==> config.mk <==
export PLATFORM = sky130hd
export DESIGN_NAME = pvc_core
export DESIGN_NICKNAME = d
export VERILOG_FILES = /design/src/verilog/pvc_pkg.sv /design/src/verilog/pvc_core.sv
export VERILOG_INCLUDE_DIRS = /design/src /design/src/verilog
export SDC_FILE = /design/constraint.sdc
export NUM_CORES = 2
export LEC_CHECK = 0
export ABC_CLOCK_PERIOD_IN_PS = 5200
export BUFFER_PORTS_ARGS = -buffer_cell sky130_fd_sc_hd__clkbuf_2
export CAP_MARGIN = 30
export CORE_AREA = 2 2 466 468
export CTS_BUF_LIST = sky130_fd_sc_hd__clkbuf_8 sky130_fd_sc_hd__clkbuf_16
export CTS_CLUSTER_DIAMETER = 60
export DETAILED_ROUTE_END_ITERATION = 6
export DIE_AREA = 0 0 468 470
export GPL_ROUTABILITY_DRIVEN = 0
export PLACE_DENSITY = 0.76
export SKIP_CTS_REPAIR_TIMING = 1
export SLEW_MARGIN = 10
export SYNTH_ARGS = -nofsm -noshare
export SYNTH_HDL_FRONTEND = slang
export SYNTH_SLANG_ARGS = --single-unit
==> constraint.sdc <==
create_clock -name pclk -period 5.2 [get_ports pclk]
set_clock_uncertainty 0.05 [all_clocks]
set_input_delay 0 -clock pclk [delete_from_list [all_inputs] [get_ports pclk]]
set_output_delay 0 -clock pclk [all_outputs]
set_load 0.02 [all_outputs]
==> src/verilog/pvc_regs.svh <==
// register offsets, field positions and constants for the pin command block
// assumes inclusion from the package and the design file by bare name
`ifndef PVC_REGS_SVH
`define PVC_REGS_SVH
`define PVC_OFF_CMD 12'h000
`define PVC_OFF_P1 12'h004
`define PVC_OFF_P2 12'h008
`define PVC_OFF_LC 12'h00c
`define PVC_OFF_DLO 12'h010
`define PVC_OFF_DHI 12'h014
`define PVC_OFF_NLO 12'h018
`define PVC_OFF_NHI 12'h01c
`define PVC_OFF_SW 12'h020
`define PVC_OFF_STAT 12'h024
`define PVC_OFF_ACC 12'h028
`define PVC_OFF_SEL 12'h02c
`define PVC_OFF_KEY 12'h030
`define PVC_TRIES_INIT 2'h3
`define PVC_LEN_PIN 8'h08
`define PVC_LEN_TWO 8'h10
`define PVC_SW_OK 16'h9000
`define PVC_SW_RETRY 12'h63c
`define PVC_SW_BLOCKED 16'h6983
`define PVC_SW_COND 16'h6985
`define PVC_SW_P1P2 16'h6a86
`define PVC_SW_LEN 16'h6700
`define PVC_SW_REFND 16'h6a88
`define PVC_SW_INS 16'h6d00
`define PVC_QUAL_USE 8'h08
`define PVC_QUAL_NOUSE 8'h00
`define PVC_REF_SPEC 7
`define PVC_GO_BIT 31
`define PVC_RESET_PIN 64'h0000_0000_0000_0000
`endif

==> src/verilog/pvc_pkg.sv <==
// types shared by the pin command block
// assumes pvc_regs.svh sits on the include path
`include "pvc_regs.svh"
package pvc_pkg;
    typedef enum logic [1:0] {
        PVC_OP_VERIFY = 2'b00,
        PVC_OP_CHANGE = 2'b01,
        PVC_OP_DISABLE = 2'b10,
        PVC_OP_UNBLOCK = 2'b11
    } pvc_op_t;
    typedef enum logic [1:0] {
        PVC_ST_IDLE = 2'b00,
        PVC_ST_EXEC = 2'b01,
        PVC_ST_DONE = 2'b10
    } pvc_state_t;
    // per-pin record: tries left, disabled, blocked, verified this session
    typedef struct packed {
        logic [1:0] tries;
        logic dis;
        logic blk;
        logic ver;
    } pvc_pin_t;
endpackage : pvc_pkg

==> src/verilog/pvc_core.sv <==
// pin verify, change, disable (plus unblock) command logic with an apb slave
// assumes a transport layer loads the command fields over apb and reads the status word
//
// Operation
// - verify compares only when pin neither disabled nor blocked
// - correct verify restores the tries counter to three
// - wrong verify decrements that pin's tries counter
// - third wrong presentation blocks the pin and answers 63c0
// - verify on a blocked pin answers 6983 with no comparison
// - pin-protected access needs successful verification unless pin is disabled
// - blocked pin makes dependent access unsatisfiable until unblocked
// - verify with empty data answers 63cx with tries left
// - failed compare on unblocked pin reports tries left as 63cx
// - p2: bit8 global/specific, bits7-6 zero, ref 01..1f, zero unsupported
// - verify has p1 zero and data empty or eight bytes
// - change runs only when pin neither disabled nor blocked
// - correct old pin resets tries and stores the new pin
// - wrong old pin decrements, keeps pin, blocks after three
// - disable refused when pin already disabled or blocked
// - correct disable resets tries and marks pin disabled
// - wrong disable decrements, stays enabled, blocks after three
// - disabled pin makes protected files always accessible unless replaced
// - replacement key gets qualifier 08 and must itself be verified
// - files naming several global keys become unconditional after a disable
// - disable p1: 00 plain, 01 reserved, bit8 replacement key 01..1f
// - unblock restores tries to three, sets new pin, leaves pin enabled
//
// Design decisions made here: the register addresses and the APB register port.
`timescale 1ns/1ps
`default_nettype none
`include "pvc_regs.svh"
module pvc_core #(
    parameter int NPIN = 32
) (
    // clock and reset
    input wire logic pclk,
    input wire logic presetn,
    // apb slave
    input wire logic psel,
    input wire logic penable,
    input wire logic pwrite,
    input wire logic [11:0] paddr,
    input wire logic [31:0] pwdata,
    output logic [31:0] prdata,
    output logic pready,
    output logic pslverr
);
    // ----------------------------------------------------------------
    // state
    // ----------------------------------------------------------------
    // pin storage is flip-flops; a real card keeps it non-volatile, so the
    // tries counter here goes back to three at every presetn reset, not only at power loss
    pvc_pkg::pvc_pin_t pin_q [NPIN];
    logic [63:0] ref_q [NPIN];
    logic [7:0] qual_q [NPIN];
    logic [4:0] repl_q [NPIN];
    logic [31:0] cmd_q, p1_q, p2_q, lc_q, dlo_q, dhi_q, nlo_q, nhi_q, acc_q, sel_q;
    logic [15:0] sw_q;
    logic busy_q;
    logic [31:0] prdata_q;
    logic pready_q, pslverr_q;
    // ----------------------------------------------------------------
    // apb decode
    // ----------------------------------------------------------------
    wire setup = psel && !penable;
    wire wr_go = setup && pwrite;
    wire rd_go = setup && !pwrite;
    wire [11:0] a = paddr;
    wire hit = (a == `PVC_OFF_CMD) || (a == `PVC_OFF_P1) || (a == `PVC_OFF_P2)
        || (a == `PVC_OFF_LC) || (a == `PVC_OFF_DLO) || (a == `PVC_OFF_DHI)
        || (a == `PVC_OFF_NLO) || (a == `PVC_OFF_NHI) || (a == `PVC_OFF_SW)
        || (a == `PVC_OFF_STAT) || (a == `PVC_OFF_ACC) || (a == `PVC_OFF_SEL)
        || (a == `PVC_OFF_KEY);
    wire ro_hit = (a == `PVC_OFF_SW) || (a == `PVC_OFF_STAT) || (a == `PVC_OFF_ACC)
        || (a == `PVC_OFF_KEY);
    wire wr_ok = wr_go && hit && !ro_hit && !busy_q;
    // a write while busy is refused, so a new go never lands on a running command
    wire go = wr_ok && (a == `PVC_OFF_CMD) && pwdata[`PVC_GO_BIT];
    // ----------------------------------------------------------------
    // command decode
    // ----------------------------------------------------------------
    wire [1:0] op = cmd_q[1:0];
    wire [7:0] p1 = p1_q[7:0];
    wire [7:0] p2 = p2_q[7:0];
    wire [7:0] lc = lc_q[7:0];
    wire [4:0] idx = p2[4:0];
    wire p2_ok = (p2 != 8'h00) && (p2[6:5] == 2'b00) && (p2[4:0] != 5'h00);
    wire is_ver = (op == pvc_pkg::PVC_OP_VERIFY);
    wire is_chg = (op == pvc_pkg::PVC_OP_CHANGE);
    wire is_dis = (op == pvc_pkg::PVC_OP_DISABLE);
    wire is_unb = (op == pvc_pkg::PVC_OP_UNBLOCK);
    wire dis_repl = p1[`PVC_REF_SPEC];
    wire p1_ok = is_dis ? ((p1 == 8'h00) || (dis_repl && p1[6:5] == 2'b00
        && p1[4:0] != 5'h00)) : (p1 == 8'h00);
    wire ver_empty = is_ver && (lc == 8'h00);
    wire len_ok = is_ver ? (lc == 8'h00 || lc == `PVC_LEN_PIN) :
        (is_dis ? (lc == `PVC_LEN_PIN) : (lc == `PVC_LEN_TWO));
    pvc_pkg::pvc_pin_t cur;
    assign cur = pin_q[idx];
    // compares all eight bytes at once; no byte of the pin is masked
    wire match = (ref_q[idx] == {dhi_q, dlo_q});
    // a slot reaches zero tries only as it blocks, so dec never wraps
    wire last_try = (cur.tries == 2'h1);
    wire [1:0] dec = cur.tries - 2'h1;
    // ----------------------------------------------------------------
    // access evaluation
    // ----------------------------------------------------------------
    pvc_pkg::pvc_pin_t ap;
    assign ap = pin_q[sel_q[4:0]];
    wire [4:0] rk = repl_q[sel_q[4:0]];
    wire repl_used = (qual_q[sel_q[4:0]] == `PVC_QUAL_USE);
    wire multi = sel_q[8];
    // access is registered: it follows a new select or pin state one cycle late
    wire acc_d = ap.blk ? 1'b0 :
        !ap.dis ? ap.ver :
        multi ? 1'b1 :
        repl_used ? (pin_q[rk].ver && !pin_q[rk].blk) : 1'b1;
    // ----------------------------------------------------------------
    // command execution
    // ----------------------------------------------------------------
    logic [15:0] sw_d;
    pvc_pkg::pvc_pin_t nxt;
    logic store_new, set_qual;
    always_comb begin
        sw_d = `PVC_SW_OK;
        nxt = cur;
        store_new = 1'b0;
        set_qual = 1'b0;
        if (!p2_ok || !p1_ok) begin
            sw_d = `PVC_SW_P1P2;
        end else if (!len_ok && !(is_unb && lc == 8'h00)) begin
            sw_d = `PVC_SW_LEN;
        end else if (is_unb) begin
            // unblock counter of its own lies elsewhere; data is not compared, the new pin words are stored
            if (lc != 8'h00) begin
                nxt.tries = `PVC_TRIES_INIT;
                nxt.blk = 1'b0;
                nxt.dis = 1'b0;
                nxt.ver = 1'b1;
                store_new = 1'b1;
            end
        end else if (cur.blk) begin
            sw_d = is_ver ? `PVC_SW_BLOCKED : `PVC_SW_COND;
        end else if (ver_empty) begin
            sw_d = {`PVC_SW_RETRY, 2'b00, cur.tries};
        end else if (cur.dis) begin
            sw_d = `PVC_SW_COND;
        end else if (match) begin
            nxt.tries = `PVC_TRIES_INIT;
            // only a verify sets ver here; a good change or disable clears it
            nxt.ver = is_ver;
            if (is_chg) begin
                store_new = 1'b1;
            end
            if (is_dis) begin
                nxt.dis = 1'b1;
                set_qual = dis_repl;
            end
        end else begin
            nxt.tries = dec;
            nxt.ver = 1'b0;
            if (last_try) begin
                nxt.blk = 1'b1;
            end
            sw_d = {`PVC_SW_RETRY, 2'b00, dec};
        end
    end
    wire exec = busy_q;
    wire commit = exec && p2_ok;
    // ----------------------------------------------------------------
    // per-pin storage
    // ----------------------------------------------------------------
    // slot zero exists but a legal p2 never addresses it
    genvar g;
    generate
        for (g = 0; g < NPIN; g++) begin : g_pin
            // a refused command writes its unchanged record back; only p2 gates this
            wire sel_me = commit && (idx == 5'(g));
            always_ff @(posedge pclk or negedge presetn) begin
                if (!presetn) begin
                    pin_q[g] <= '{tries: `PVC_TRIES_INIT, dis: 1'b0, blk: 1'b0, ver: 1'b0};
                    ref_q[g] <= `PVC_RESET_PIN;
                    qual_q[g] <= `PVC_QUAL_NOUSE;
                    repl_q[g] <= 5'h00;
                end else if (sel_me) begin
                    pin_q[g] <= nxt;
                    if (store_new) begin
                        ref_q[g] <= {nhi_q, nlo_q};
                    end
                    if (set_qual) begin
                        qual_q[g] <= `PVC_QUAL_USE;
                        repl_q[g] <= p1[4:0];
                    end
                end
            end
        end
    endgenerate
    // ----------------------------------------------------------------
    // command registers and sequencing
    // ----------------------------------------------------------------
    always_ff @(posedge pclk or negedge presetn) begin
        if (!presetn) begin
            cmd_q <= 32'h0000_0000;
            p1_q <= 32'h0000_0000;
            p2_q <= 32'h0000_0000;
            lc_q <= 32'h0000_0000;
            dlo_q <= 32'h0000_0000;
            dhi_q <= 32'h0000_0000;
            nlo_q <= 32'h0000_0000;
            nhi_q <= 32'h0000_0000;
            sel_q <= 32'h0000_0000;
            busy_q <= 1'b0;
            sw_q <= `PVC_SW_OK;
        end else begin
            busy_q <= go;
            if (exec) begin
                sw_q <= sw_d;
            end
            if (wr_ok) begin
                case (a)
                    `PVC_OFF_CMD: cmd_q <= {1'b0, pwdata[30:0]};
                    `PVC_OFF_P1: p1_q <= pwdata;
                    `PVC_OFF_P2: p2_q <= pwdata;
                    `PVC_OFF_LC: lc_q <= pwdata;
                    `PVC_OFF_DLO: dlo_q <= pwdata;
                    `PVC_OFF_DHI: dhi_q <= pwdata;
                    `PVC_OFF_NLO: nlo_q <= pwdata;
                    `PVC_OFF_NHI: nhi_q <= pwdata;
                    `PVC_OFF_SEL: sel_q <= pwdata;
                    default: ;
                endcase
            end
        end
    end
    always_ff @(posedge pclk or negedge presetn) begin
        if (!presetn) begin
            acc_q <= 32'h0000_0000;
        end else begin
            acc_q <= {31'h0000_0000, acc_d};
        end
    end
    // ----------------------------------------------------------------
    // apb answer: no wait state, registered
    // ----------------------------------------------------------------
    // presented and new pin words read back as zero, so software cannot fetch them
    logic [31:0] rd_mux;
    assign rd_mux =
        (a == `PVC_OFF_CMD) ? {31'h0000_0000, busy_q} :
        (a == `PVC_OFF_P1) ? p1_q :
        (a == `PVC_OFF_P2) ? p2_q :
        (a == `PVC_OFF_LC) ? lc_q :
        (a == `PVC_OFF_SW) ? {16'h0000, sw_q} :
        (a == `PVC_OFF_STAT) ? {27'h0000000, pin_q[sel_q[4:0]]} :
        (a == `PVC_OFF_ACC) ? acc_q :
        (a == `PVC_OFF_SEL) ? sel_q :
        (a == `PVC_OFF_KEY) ? {19'h00000, repl_q[sel_q[4:0]], qual_q[sel_q[4:0]]} :
        32'h0000_0000;
    always_ff @(posedge pclk or negedge presetn) begin
        if (!presetn) begin
            pready_q <= 1'b0;
            pslverr_q <= 1'b0;
            prdata_q <= 32'h0000_0000;
        end else begin
            pready_q <= setup;
            pslverr_q <= setup && (!hit || (pwrite && (ro_hit || busy_q)));
            prdata_q <= (rd_go && hit) ? rd_mux : 32'h0000_0000;
        end
    end
    assign prdata = prdata_q;
    assign pready = pready_q;
    assign pslverr = pslverr_q;

    // shorthand for a well-formed pin command, and for one that reaches the compare
    wire chk_legal = exec && p2_ok && p1_ok && len_ok && !is_unb;
    wire chk_live = chk_legal && !cur.blk && !cur.dis && !ver_empty;
endmodule : pvc_core
`default_nettype wire

==> impl_metrics.yaml <==
critical_path:
  ff2ff_path_depth: 17
  endpoint_kind: "flop"
  reg2reg_slack_ns: -0.17
  critPathRequiredTime_ns: 5.92
  path_max_fanout: 23
  worstSetupStartpointType: "flop"
  arrival_ns: 6.09
  r2r_start: "p2_q[0]"
  rr_endpoint: "ref_q[335]"
  critical_path_class: "reg2reg"
pwr:
  p_sw_w: 0.009163
  p_seq_share_pct: 49.5
  power_frac_comb_pct: 1.5
  p_int_w: 0.03339
  ir_drop_uv: 363.2
  p_sw_share_pct: 21.53
  cellPowerDensity_nw_per_um2: 288.6
  pwr-share-clk_pct: 49.1
  p_leak_nw: 68.21
status:
  status: "complete, but fails checks"
  violations: "design-rule violations, negative hold slack, negative setup slack"
timing:
  fin_crit_sh_pct: 103.2
  hold_violations: 9
  period_minus_slack_ns: 5.369
  hold_ws_ns: -0.06456
  setup-violations-final: 1664
  finalMaxSlewViolations: 0
  max_slew_margin_pct: 25.74
  worst_pin_slew_ns: 1.114
  setup_slack_ns: -0.1690
  rsz0062_at_grt: "true"
  fmax_mhz: 186.3
synthesis:
  syn-cell-area_sq_um: 128500
  synth_cell_types: 89
  synth_nets: 8603
  synthTopCellsByCount: "2640 x dfrtp_1, 1699 x mux2_2, 601 x mux2_4"
  synth_ff_type: "dfrtp_1"
  ys_ff_latch: 2705
  synth_top_cell_area_share_pct: 51.42
  avgSynthCellArea_sq_um: 15.02
  synth_seq_area_share_pct: 52.75
  synthTopCellsByArea: "dfrtp_1 51%, mux2_2 15%, mux4_2 8.6%, mux2_4 7.0%, mux2i_1 3.1%"
  yosysMostFrequentCell: "dfrtp_1"
  synth-async-reset-ratio_pct: 100.0
  synth_top_area_cell: "dfrtp_1"
  synth_warnings: 0
  synthCells: 8553
  synth-edff-count: 0
detailed_routing:
  totalWireLength_um: 381300
  antenna_left: 0
  drtIter0Drc: 9059
  routed_via_density: 6.754
  num_vias: 80750
  avgRoutedWirePerCell_um: 31.89
  drc: 51
  firstDrtPassIters: 7
min_path:
  worstHoldStart: "paddr[6]"
  hold_depth: 7
  hold_end: "prdata[3]"
  hp-class: "in2reg"
cells_and_area:
  drive_gt1_share_pct: 47.11
  multi_input_area_sq_um: 55410
  seqCellArea_sq_um: 67800
  fill_cells: 13850
  nNetsFinal: 8932
  area_delta_synth_final_pct: 14.77
global_route:
  grt_max_degree: 178
  grt_usage_pct: 34.13
  grt_pass1_vias: 83170
  grt_overflow_total: 0
  grt_pass1_wl_um: 559600
  antenna_found_initial: 16
placement:
  hpwl_um: 237600
  place_ws_ns: -0.6949
  io_buffers: 82
clock_network:
  cts_buffers: 298
  root_buffer: "clkbuf_16"
  cts.sinks: 2705
  clkLatencyLatePin_ns: 0.98
  cts_tree: "built"
  clk_pin_slew_ns: 0.06
  clockBufferDepth: 4
  ctsHtreeMaxLevel: 5
die:
  ios: 83
  core_area_sq_um: 215700
  die_area_sq_um: 220000
  die_height_um: 470
  num_rows: 171
  start_util_pct: 59.57
  die_x_um: 468
flow_run:
  drv_cap: 0
-- final cells by class --
class,instances,area share (%)
flip-flops and latches,2705,45.98
well taps,2854,2.422
multi-input cells,4983,37.58
inverters,17,0.04582
clock buffers,368,5.787
diodes,7,0.01188
repair buffers,877,7.447
clock inverters,145,0.7230
-- worst max path at each step --
stage | from | end | cells past startpoint
6_report | p2_q[0] | ref_q[335] | 17
5_1_grt | p2_q[3] | ref_q[1823] | 16
4_1_cts | p2_q[0] | ref_q[1951] | 17
3_5_place_dp | p2_q[0] | ref_q[1730] | 15
3_3_place_gp | p2_q[0] | ref_q[1601] | 15
2_1_floorplan | p2_q[0] | pin_q[109] | 17
-- layout by cell type, fill, tap and decap left out, drive strengths merged, types with 65 or more instances in the layout --
| cell | netlist | final |
|---|---|---|
| inv | 17 | 91 |
| mux2i | 395 | 395 |
| o21ai | 167 | 167 |
| nor2 | 203 | 203 |
| nor3 | 70 | 70 |
| mux2 | 2481 | 2481 |
| a22oi | 116 | 116 |
| buf | 386 | 721 |
| mux4 | 488 | 488 |
| nand2 | 239 | 239 |
| dfstp | 65 | 65 |
| o22ai | 127 | 127 |
| a21oi | 135 | 135 |
| clkbuf | 462 | 470 |
| dfrtp | 2640 | 2640 |
-- sequential cells by signal, summed over array words and instances, names as in the netlist, 2 cells and up --
signal  cells
sel_q      32
prdata     32
ref_q    2048
qual_q     32
sw_q       11
p1_q       32
nlo_q      32
nhi_q      32
repl_q    160
p2_q       32
pin_q     160
dhi_q      32
dlo_q      32
lc_q       32
cmd_q       2
-- metal layers --
layer	vias up	part of all wire (%)	GRT usage, %
met5	-	0.023	0
li1	32240	-	-
met2	4293	46	51.63
met4	14	5.2	15.07
met1	43090	39	47.00
met3	1111	9.6	8.530
-- stage by stage --
stage	instances	instance area, sq um	total power, W	util (%)	TNS (ns)
2_1_floorplan	8553	128500	0.02145	-	0
3_3_place_gp	11250	134400	0.02202	62.31	-983.33
3_5_place_dp	11260	134600	0.02204	62.42	-1167.63
4_1_cts	11770	144200	0.04268	66.87	-1189.00
5_1_grt	11950	147400	0.04365	68.36	-45.87
6_report	11960	147400	0.04255	68.37	-104.91
-- cells by family after synthesis --
family / synth area share (%)
buffers and inverters: 4.544
XOR/XNOR: 0.3000
AND/OR/NAND/NOR: 3.193
multiplexers: 35.14
flip-flops: 52.75
adder cells (fa/ha/maj): 0.01753
AO/OA/AOI/OAI: 4.058
-- worst max-delay path: stages, from the launching register on --
cell and delay [ns]:
dfrtp_4 0.54, buf_12 0.17, buf_12 0.15, buf_6 0.12, buf_6 0.10, mux4_2 0.41
a22o_1 0.28, a211oi_4 0.38, or3_1 0.17, nand4_1 0.26, nor3_4 0.36, nand4_1 0.20
or4b_4 0.54, nor2_4 0.25, clkbuf_16 0.27, a31o_4 0.24, buf_12 0.24, mux2_2 0.38
-- power groups by stage --
stage | Clock (W) | Sequential (W) | Combinational (W)
finish | 0.0209 | 0.0211 | 0.000627
global route | 0.0219 | 0.0210 | 0.000710
CTS | 0.0210 | 0.0211 | 0.000603
detailed placement | 0 | 0.0214 | 0.000601
global placement | 0 | 0.0214 | 0.000581
floorplan | 0 | 0.0214 | 0.00000861
Power figures use the tool's default switching activity.
